===== config.mk =====
export PLATFORM = sky130hd
export DESIGN_NAME = tsop_port
export DESIGN_NICKNAME = d
export VERILOG_FILES = /design/src/hw/tsop_pkg.sv /design/src/hw/tsop_port.sv
export SDC_FILE = /design/constraint.sdc
export NUM_CORES = 1
export LEC_CHECK = 0
export BUFFER_PORTS_ARGS = -buffer_cell sky130_fd_sc_hd__buf_2
export CORE_MARGIN = 3
export CORE_UTILIZATION = 45
export DETAILED_ROUTE_END_ITERATION = 16
export HOLD_SLACK_MARGIN = 0.15
export PLACE_DENSITY = 0.72
export SLEW_MARGIN = 20
export SYNTH_ARGS = -nofsm -noshare
export SYNTH_HDL_FRONTEND = slang
export SYNTH_SLANG_ARGS = --single-unit

===== constraint.sdc =====
create_clock -name clk -period 3.7 [get_ports clk]
set_input_delay 0.555 -clock clk [delete_from_list [all_inputs] [get_ports clk]]
set_output_delay 0.555 -clock clk [all_outputs]
set_load 0.05 [all_outputs]

===== src/hw/tsop_pkg.sv =====
package tsop_pkg;

  ////////////////////////////////////////////////////////////////////////////
  // Register byte addresses
  localparam logic [7:0] ADDR_CTRL     = 8'h00;
  localparam logic [7:0] ADDR_MONITOR  = 8'h04;
  localparam logic [7:0] ADDR_DIVIDER  = 8'h08;
  localparam logic [7:0] ADDR_IRQ_STAT = 8'h0C;
  localparam logic [7:0] ADDR_IRQ_CLR  = 8'h10;
  localparam logic [7:0] ADDR_IRQ_EN   = 8'h14;
  localparam logic [7:0] ADDR_LIVE     = 8'h18;

  ////////////////////////////////////////////////////////////////////////////
  // Control and monitor register fields
  localparam int CTRL_TRISTATE = 0;
  localparam int CTRL_ERR_INV  = 1;
  localparam int CTRL_IRQ_CLK  = 2;
  localparam int CTRL_SEL_LO   = 4;
  localparam int CTRL_SEL_HI   = 5;
  localparam int MON_ERR_SRC   = 7;

  // Status pin function codes
  localparam logic [1:0] SEL_LOCK  = 2'h0;
  localparam logic [1:0] SEL_TONE  = 2'h1;
  localparam logic [1:0] SEL_ERROR = 2'h2;
  localparam logic [1:0] SEL_START = 2'h3;

  // Interrupt status bits
  localparam int IRQ_PKT = 0;
  localparam int IRQ_BLK = 1;
  localparam int IRQ_LOS = 2;
  localparam int IRQ_W   = 3;

  ////////////////////////////////////////////////////////////////////////////
  // Reset values
  localparam logic [7:0]       CTRL_RST    = 8'h00;
  localparam logic [7:0]       MONITOR_RST = 8'h00;
  localparam logic [7:0]       DIVIDER_RST = 8'h01;
  localparam logic [IRQ_W-1:0] IRQ_EN_RST  = 3'h0;

  // Tone accumulator width sets the tone scale
  localparam int TONE_W = 20;

  ////////////////////////////////////////////////////////////////////////////
  typedef struct packed {
    logic       start;
    logic [7:0] data;
  } tsop_byte_type;

  typedef enum logic {PH_LOW, PH_HIGH} tsop_phase_type;

endpackage : tsop_pkg


===== src/hw/tsop_port.sv =====
// Design decisions made here: the register offsets and strobed register access.
module tsop_port (
  input  wire logic                 clk,                   // 25 MHz clock
  input  wire logic                 reset_n,               // Async reset
  input  wire logic [7:0]           addr,                  // Register byte address
  input  wire logic [7:0]           wdata,                 // Write data
  input  wire logic                 wr,                    // Write strobe
  input  wire logic                 rd,                    // Read strobe
  output logic      [7:0]           rdata,                 // Read data, cycle after rd
  input  wire tsop_pkg::tsop_byte_type in_byte,            // Decoded byte and start flag
  input  wire logic                 in_valid,              // Byte offered
  output logic                      in_ready,              // Byte slot free
  input  wire logic                 block_uncorrectable,   // Pulse per failed block
  input  wire logic                 signal_lock,           // Level, signal present
  input  wire logic [15:0]          ber_rate,              // Measured error rate
  output logic      [7:0]           transport_data_out,    // Data bus
  output logic                      transport_data_oe,     // Data bus enable
  output logic                      packet_start_out,      // First byte strobe
  output logic                      packet_start_oe,       // Start enable
  output logic                      byte_valid_out,        // Byte valid strobe
  output logic                      byte_valid_oe,         // Valid enable
  output logic                      byte_clock_out,        // Byte rate clock
  output logic                      byte_clock_oe,         // Clock enable
  output logic                      block_error_n,         // Error pin
  output logic                      block_error_oe,        // Error enable
  input  wire logic                 irq_pin_in,            // Level seen on irq pin
  output logic                      irq_pin_out,           // Open drain, always low
  output logic                      irq_pin_oe,            // High while pulling low
  output logic                      transport_input_clock, // Clock taken from irq pin
  output logic                      status_out,            // Status pin
  output logic                      irq                    // Level interrupt
);

  ////////////////////////////////////////////////////////////////////////////
  // Register file
  logic [7:0]                ctrl_q,    ctrl_d;
  logic [7:0]                mon_q,     mon_d;
  logic [7:0]                div_q,     div_d;
  logic [tsop_pkg::IRQ_W-1:0] stat_q,   stat_d;
  logic [tsop_pkg::IRQ_W-1:0] en_q,     en_d;
  logic                      ack_q,     ack_d;
  logic [7:0]                rdata_d;
  logic [tsop_pkg::IRQ_W-1:0] ev;
  logic [tsop_pkg::IRQ_W-1:0] clr;
  logic                      rd_stat;

  // Byte path
  tsop_pkg::tsop_phase_type  ph_q,      ph_d;
  logic [7:0]                cnt_q,     cnt_d;
  tsop_pkg::tsop_byte_type   hold_q,    hold_d;
  logic                      full_q,    full_d;
  logic                      ready_q,   ready_d;
  tsop_pkg::tsop_byte_type   out_q,     out_d;
  logic                      valid_q,   valid_d;
  logic                      tick;
  logic                      unload;
  logic                      accept;

  // Error and status
  logic                      lock_q;
  logic                      blk_q,     blk_d;
  logic [tsop_pkg::TONE_W-1:0] acc_q,   acc_d;
  logic                      err;
  logic                      drive_q,   drive_d;
  logic                      errn_q,    errn_d;
  logic                      stat_pin_q, stat_pin_d;
  logic                      irq_oe_q,  irq_oe_d;
  logic                      ext_clk_q, ext_clk_d;
  logic                      irq_q,     irq_d;
  logic [1:0]                sel;

  assign sel     = ctrl_q[tsop_pkg::CTRL_SEL_HI:tsop_pkg::CTRL_SEL_LO];
  assign rd_stat = rd && (addr == tsop_pkg::ADDR_IRQ_STAT);
  assign clr     = (wr && addr == tsop_pkg::ADDR_IRQ_CLR) ? wdata[tsop_pkg::IRQ_W-1:0] : '0;

  always_comb begin
    ctrl_d  = ctrl_q;
    mon_d   = mon_q;
    div_d   = div_q;
    en_d    = en_q;
    rdata_d = 8'h00;
    if (wr) begin
      case (addr)
        tsop_pkg::ADDR_CTRL:    ctrl_d = wdata;
        tsop_pkg::ADDR_MONITOR: mon_d  = wdata;
        tsop_pkg::ADDR_DIVIDER: div_d  = wdata;
        tsop_pkg::ADDR_IRQ_EN:  en_d   = wdata[tsop_pkg::IRQ_W-1:0];
        default: ;
      endcase
    end
    if (rd) begin
      case (addr)
        tsop_pkg::ADDR_CTRL:     rdata_d = ctrl_q;
        tsop_pkg::ADDR_MONITOR:  rdata_d = mon_q;
        tsop_pkg::ADDR_DIVIDER:  rdata_d = div_q;
        tsop_pkg::ADDR_IRQ_STAT: rdata_d = {5'h00, stat_q};
        tsop_pkg::ADDR_IRQ_EN:   rdata_d = {5'h00, en_q};
        tsop_pkg::ADDR_LIVE:     rdata_d = {5'h00, blk_q, full_q, lock_q};
        default:                 rdata_d = 8'h00;
      endcase
    end
    // Set wins over a clear in the same cycle
    stat_d = (stat_q & ~clr) | ev;
    // A fresh enabled event re-arms the pin even during a read
    if (|(ev & en_q)) begin
      ack_d = 1'b0;
    end else if (rd_stat) begin
      ack_d = 1'b1;
    end else begin
      ack_d = ack_q;
    end
  end

  always_ff @(posedge clk or negedge reset_n) begin
    if (!reset_n) begin
      ctrl_q <= tsop_pkg::CTRL_RST;
      mon_q  <= tsop_pkg::MONITOR_RST;
      div_q  <= tsop_pkg::DIVIDER_RST;
      en_q   <= tsop_pkg::IRQ_EN_RST;
      stat_q <= '0;
      ack_q  <= 1'b0;
      rdata  <= 8'h00;
    end else begin
      ctrl_q <= ctrl_d;
      mon_q  <= mon_d;
      div_q  <= div_d;
      en_q   <= en_d;
      stat_q <= stat_d;
      ack_q  <= ack_d;
      rdata  <= rdata_d;
    end
  end

  ////////////////////////////////////////////////////////////////////////////
  // Byte clock divider and output stage
  // Lowering the divider mid-count must not stall the clock for a full wrap
  assign tick   = (cnt_q >= div_q);
  assign unload = tick && (ph_q == tsop_pkg::PH_HIGH);
  assign accept = in_valid && ready_q;

  always_comb begin
    cnt_d   = tick ? 8'h00 : 8'(cnt_q + 8'h01);
    ph_d    = ph_q;
    out_d   = out_q;
    valid_d = valid_q;
    hold_d  = hold_q;
    full_d  = full_q;
    if (tick) begin
      ph_d = (ph_q == tsop_pkg::PH_HIGH) ? tsop_pkg::PH_LOW : tsop_pkg::PH_HIGH;
    end
    // One byte per clock period, loaded at the falling edge
    if (unload) begin
      valid_d = full_q;
      if (full_q) begin
        out_d  = hold_q;
        full_d = 1'b0;
      end else begin
        out_d.start = 1'b0;
      end
    end
    if (accept) begin
      hold_d = in_byte;
      full_d = 1'b1;
    end
    ready_d = ~full_d;
  end

  always_ff @(posedge clk or negedge reset_n) begin
    if (!reset_n) begin
      cnt_q   <= 8'h00;
      ph_q    <= tsop_pkg::PH_LOW;
      out_q   <= '0;
      valid_q <= 1'b0;
      hold_q  <= '0;
      full_q  <= 1'b0;
      ready_q <= 1'b0;
    end else begin
      cnt_q   <= cnt_d;
      ph_q    <= ph_d;
      out_q   <= out_d;
      valid_q <= valid_d;
      hold_q  <= hold_d;
      full_q  <= full_d;
      ready_q <= ready_d;
    end
  end

  assign transport_data_out = out_q.data;
  assign packet_start_out   = out_q.start;
  assign byte_valid_out     = valid_q;
  assign byte_clock_out     = (ph_q == tsop_pkg::PH_HIGH);
  assign in_ready           = ready_q;

  ////////////////////////////////////////////////////////////////////////////
  // Events, error pin, status pin, interrupt pin
  // Block error is held until the next packet start leaves the port
  assign ev[tsop_pkg::IRQ_PKT] = unload && full_q && hold_q.start;
  assign ev[tsop_pkg::IRQ_BLK] = block_uncorrectable;
  assign ev[tsop_pkg::IRQ_LOS] = lock_q && !signal_lock;
  assign err = mon_q[tsop_pkg::MON_ERR_SRC] ? !lock_q : blk_q;

  always_comb begin
    blk_d = blk_q;
    if (ev[tsop_pkg::IRQ_PKT]) begin
      blk_d = 1'b0;
    end
    if (block_uncorrectable) begin
      blk_d = 1'b1;
    end
    acc_d   = acc_q + tsop_pkg::TONE_W'(ber_rate);
    drive_d = !ctrl_q[tsop_pkg::CTRL_TRISTATE];
    errn_d  = ctrl_q[tsop_pkg::CTRL_ERR_INV] ? err : !err;
    case (sel)
      tsop_pkg::SEL_LOCK:  stat_pin_d = lock_q;
      tsop_pkg::SEL_TONE:  stat_pin_d = acc_q[tsop_pkg::TONE_W-1];
      tsop_pkg::SEL_ERROR: stat_pin_d = err;
      tsop_pkg::SEL_START: stat_pin_d = out_q.start;
      default:             stat_pin_d = 1'b0;
    endcase
    // In clock-input mode the pin is never driven
    irq_oe_d = !ctrl_q[tsop_pkg::CTRL_IRQ_CLK] && (|(stat_q & en_q)) && !ack_q;
    ext_clk_d = ctrl_q[tsop_pkg::CTRL_IRQ_CLK] && irq_pin_in;
    irq_d    = |(stat_q & en_q);
  end

  always_ff @(posedge clk or negedge reset_n) begin
    if (!reset_n) begin
      lock_q     <= 1'b0;
      blk_q      <= 1'b0;
      acc_q      <= '0;
      drive_q    <= 1'b0;
      errn_q     <= 1'b1;
      stat_pin_q <= 1'b0;
      irq_oe_q   <= 1'b0;
      ext_clk_q  <= 1'b0;
      irq_q      <= 1'b0;
    end else begin
      lock_q     <= signal_lock;
      blk_q      <= blk_d;
      acc_q      <= acc_d;
      drive_q    <= drive_d;
      errn_q     <= errn_d;
      stat_pin_q <= stat_pin_d;
      irq_oe_q   <= irq_oe_d;
      ext_clk_q  <= ext_clk_d;
      irq_q      <= irq_d;
    end
  end

  assign transport_data_oe     = drive_q;
  assign packet_start_oe       = drive_q;
  assign byte_valid_oe         = drive_q;
  assign byte_clock_oe         = drive_q;
  assign block_error_oe        = drive_q;
  assign block_error_n         = errn_q;
  assign status_out            = stat_pin_q;
  assign irq_pin_out           = 1'b0;
  assign irq_pin_oe            = irq_oe_q;
  assign transport_input_clock = ext_clk_q;
  assign irq                   = irq_q;

  ////////////////////////////////////////////////////////////////////////////
  // Checks
  a_start_with_valid: assert property (@(posedge clk) disable iff (!reset_n)
    packet_start_out |-> byte_valid_out)
    else $error("start without valid byte");

  a_start_from_hold: assert property (@(posedge clk) disable iff (!reset_n)
    (unload && full_q) |=> (packet_start_out == $past(hold_q.start)))
    else $error("start flag not from loaded byte");

  a_valid_byte: assert property (@(posedge clk) disable iff (!reset_n)
    (unload && full_q) |=> byte_valid_out && (transport_data_out == $past(hold_q.data)))
    else $error("valid byte not presented");

  a_valid_empty: assert property (@(posedge clk) disable iff (!reset_n)
    (unload && !full_q) |=> !byte_valid_out)
    else $error("valid high with no byte");

  a_bus_tristate: assert property (@(posedge clk) disable iff (!reset_n)
    ctrl_q[tsop_pkg::CTRL_TRISTATE] |=> !transport_data_oe)
    else $error("data bus driven while tristated");

  a_clock_tick: assert property (@(posedge clk) disable iff (!reset_n)
    $changed(byte_clock_out) |-> $past(tick))
    else $error("byte clock moved off divider tick");

  a_error_pin: assert property (@(posedge clk) disable iff (!reset_n)
    !ctrl_q[tsop_pkg::CTRL_ERR_INV] |=> (block_error_n == !$past(err)))
    else $error("error pin wrong source or level");

  a_error_invert: assert property (@(posedge clk) disable iff (!reset_n)
    ctrl_q[tsop_pkg::CTRL_ERR_INV] |=> (block_error_n == $past(err)))
    else $error("error pin not inverted");

  a_irq_release: assert property (@(posedge clk) disable iff (!reset_n)
    (rd_stat && !(|(ev & en_q))) ##1 !(|(ev & en_q)) |=> !irq_pin_oe)
    else $error("interrupt pin held after status read");

  a_irq_as_clock: assert property (@(posedge clk) disable iff (!reset_n)
    ctrl_q[tsop_pkg::CTRL_IRQ_CLK] |=> !irq_pin_oe && (transport_input_clock == $past(irq_pin_in)))
    else $error("irq pin driven in clock mode");

  a_status_tone: assert property (@(posedge clk) disable iff (!reset_n)
    (sel == tsop_pkg::SEL_TONE) |=> (status_out == $past(acc_q[tsop_pkg::TONE_W-1])))
    else $error("status tone wrong");

  a_data_stable: assert property (@(posedge clk) disable iff (!reset_n)
    (byte_clock_out && $past(byte_clock_out)) |-> $stable(transport_data_out)
      && $stable(byte_valid_out) && $stable(packet_start_out))
    else $error("outputs changed while byte clock high");

endmodule : tsop_port


==> run metrics <==
outcome complete, no violations; Worst Skew 0.0113 ns; max incr delay on CP 0.55 ns; Pwr Density 568 mW/mm^2; share of cells above drive strength 1 30.8%; placed cell area 0.00527 mm^2; CP cell instances ha_1 > nand2b_1 > a21o_1 > a211oi_1 > o31ai_1 > buf_4 > nand3_1 > mux2_2; post_cts resized 0; WS Path Type register to register; Syn Inst Count 409; Pleak 2.74 nW; Die W 109 um; initial antenna violation count 0; Fin Hold WS 0.214 ns; commonest cells in the netlist 95 x dfrtp_1, 37 x mux2_2, 27 x nor2_1; register area 0.00243 mm^2; Required @ worst endpoint 3.94 ns; sequential power share 43.9%; HPWL after detailed placement 7300 um; internal power 0.00206 W; Slew @ Worst Pin 0.676 ns; Setup crit end kind register; synthesis-to-layout area growth 14.7%; Vias/cell 5.29; Synth Warn # 0; DR iter-0 viols 195; Clk Latency, worst-skew pair 0.36 ns; Sw Share 33.7%; Worst-path clk slew 0.10 ns; final net count 563; antenna viol nets, final 0; first-pass GRT wire length 16100 um; worst vdd ir 282 uV; Post-Syn Area 0.00477 mm^2; largest fanout on the critical path 12; dominant cell type by area after synthesis dfrtp_1; num ports 80; post-synthesis sequential area ratio 50.9%; gr usage total 17.3%; Max Cap Viol 0; Post-synth EDFFs 0; maximum clock rate 0.412 GHz; Pwr Total 0.00311 W; Die Area 0.0119 mm^2; CTS tree yes; setup tns final 0 ns; dominant cells by area after synthesis dfrtp_1 50%, mux2_2 8.7%, ha_1 6.6%, mux2_4 2.5%, xnor2_1 2.2%; clk sinks 97; number of synthesized register bits 97; H-tree level count 3; Routed WL 9620 um; grt ovf 0; # diodes 0; Final min period 2.43 ns; largest net degree at the start of global routing 55; count leader, synth dfrtp_1; worst setup margin 1.27 ns; routed vias 3313; area of the multi-input gates 0.00219 mm^2; Clock Tree Buf Depth 2; CP arrival 2.67 ns; P_sw 0.00105 W; gpl congestion 0.850; startpoint types register; Layout fillers 886; Core Rows 36; top_reg_cell synth dfrtp_1; CTS Hold Bufs 0; Buffers on Ports 78; post-CTS setup buffers 0; Distinct cells, synth 62; net count after synthesis 484; Final Cycle Share 65.6%; Comb pwr share 33.5%; Fin. Hold Viols 0; Max transition margin 55.0%; Max Slew Vio Count 0; drt pass-1 iters 4; RSZ-0062 raised after global routing no; die height 109 um; # setup viols final 0; Root Buffer clkbuf_8; DRC 0; share of async-settable or async-resettable flops after synthesis 100%; vias in the first global route 3428; Critical-path top delay cell dfstp_2; cell area after layout 0.00548 mm^2; Tightest Hold Check Type input pin to async pin; wire length per cell 15.4 um; dpl ws 1.05 ns; Starting Density 47.5%; Clock power frac 22.6%; Avg Inst Size Synth 11.7 um^2; core box area 0.0100 mm^2; Yosys top cell area share 49.8%; CTS Buf Count 9
[cell usage in the layout, fill, tap and decap left out, types with 3 or more instances in the layout]
cell and n:
dfrtp_1 95, and3_1 6, o21ai_0 14, buf_4 4, a31oi_1 7, nand3_1 14
a21oi_1 14, nand2b_1 3, inv_1 20, a211oi_1 5, clkbuf_8 10, a22o_1 3
xor2_1 12, mux2_4 8, nand2_1 26, buf_2 77, ha_1 25, mux2_2 37
nand4_1 4, a22oi_1 7, xnor2_1 12, a21o_1 7, nor2_1 27, nor2b_1 4
[per-layer routing]
metal  track usage (%)  part of all wire, %  vias to the layer above
met5                 0                    0                        -
met4              6.76                  2.2                        0
met3              3.67                  4.6                       18
met2              28.0                   49                       68
met1              22.8                   45                     1606
li1                  -                    -                     1621
[final timing paths]
path	startpoint	endpoint	slack (ns)	cells after the start
setup / recovery	div_q[0]	transport_data_out[0]	1.27	8
max in group asynchronous	reset_n	div_q[0]	2.63	2
min in group clk	signal_lock	lock_q	0.32	1
hold / removal	reset_n	acc_q[13]	0.21	1
hold reg to reg	ctrl_q[0]	block_error_oe	0.46	1
setup reg to reg	div_q[0]	transport_data_out[0]	1.27	8
[sequential cells by signal (all words and copies together), names as in the netlist, 3 cells and up]
signal	flops
ctrl_q	8
rdata	8
stat_q	3
cnt_q	8
en_q	3
hold_q	9
div_q	8
mon_q	8
acc_q	20
transport_data_out	8
[power by group through the flow]
stage,Sequential [W],Combinational [W],Clock [W]
finish,0.00137,0.00104,0.000702
global route,0.00139,0.00118,0.000769
CTS,0.00137,0.00105,0.000720
detailed placement,0.00139,0.00104,0
global placement,0.00138,0.00100,0
floorplan,0.00138,0.000807,0
[per-stage QoR]
step	cells	util (%)
6_report	626	54.5
5_1_grt	626	54.5
4_1_cts	626	54.5
3_5_place_dp	610	52.5
3_3_place_gp	610	52.5
2_1_floorplan	409	-
[kinds of logic (layout without fill, tap and decap cells)]
kind of cell               after synthesis  after routing  synth area share [%]
DFF                                     97             97                  50.9
other                                    1              1                0.0785
and+or+nand+nor                        100            100                  10.5
buffers and inverters                   33            117                  3.30
AOI/OAI and AO/OA                       80             80                  11.7
adders and majority gates               26             26                  6.97
xor gates and xnor gates                24             24                  4.40
muxes                                   48             48                  12.1
[final cells by class]
type                       count  area share, %
sequential                    97           44.4
multi-input combinational    279           39.9
timing repair buffer          81           7.59
tap                          133           3.04
clock buffer                  10           2.51
inverter                      20           1.37
clock inverter                 6           1.19
[critical path: cells and delay by family (launching register included)]
family / cells / cell delay, ns
flip-flops: 1 / 0.55
multiplexers: 1 / 0.39
AND/OR/NAND/NOR: 2 / 0.45
AO/OA/AOI/OAI: 3 / 0.52
adder cells (fa/ha/maj): 1 / 0.22
buffers and inverters: 1 / 0.18
Power figures use the tool's default switching activity.
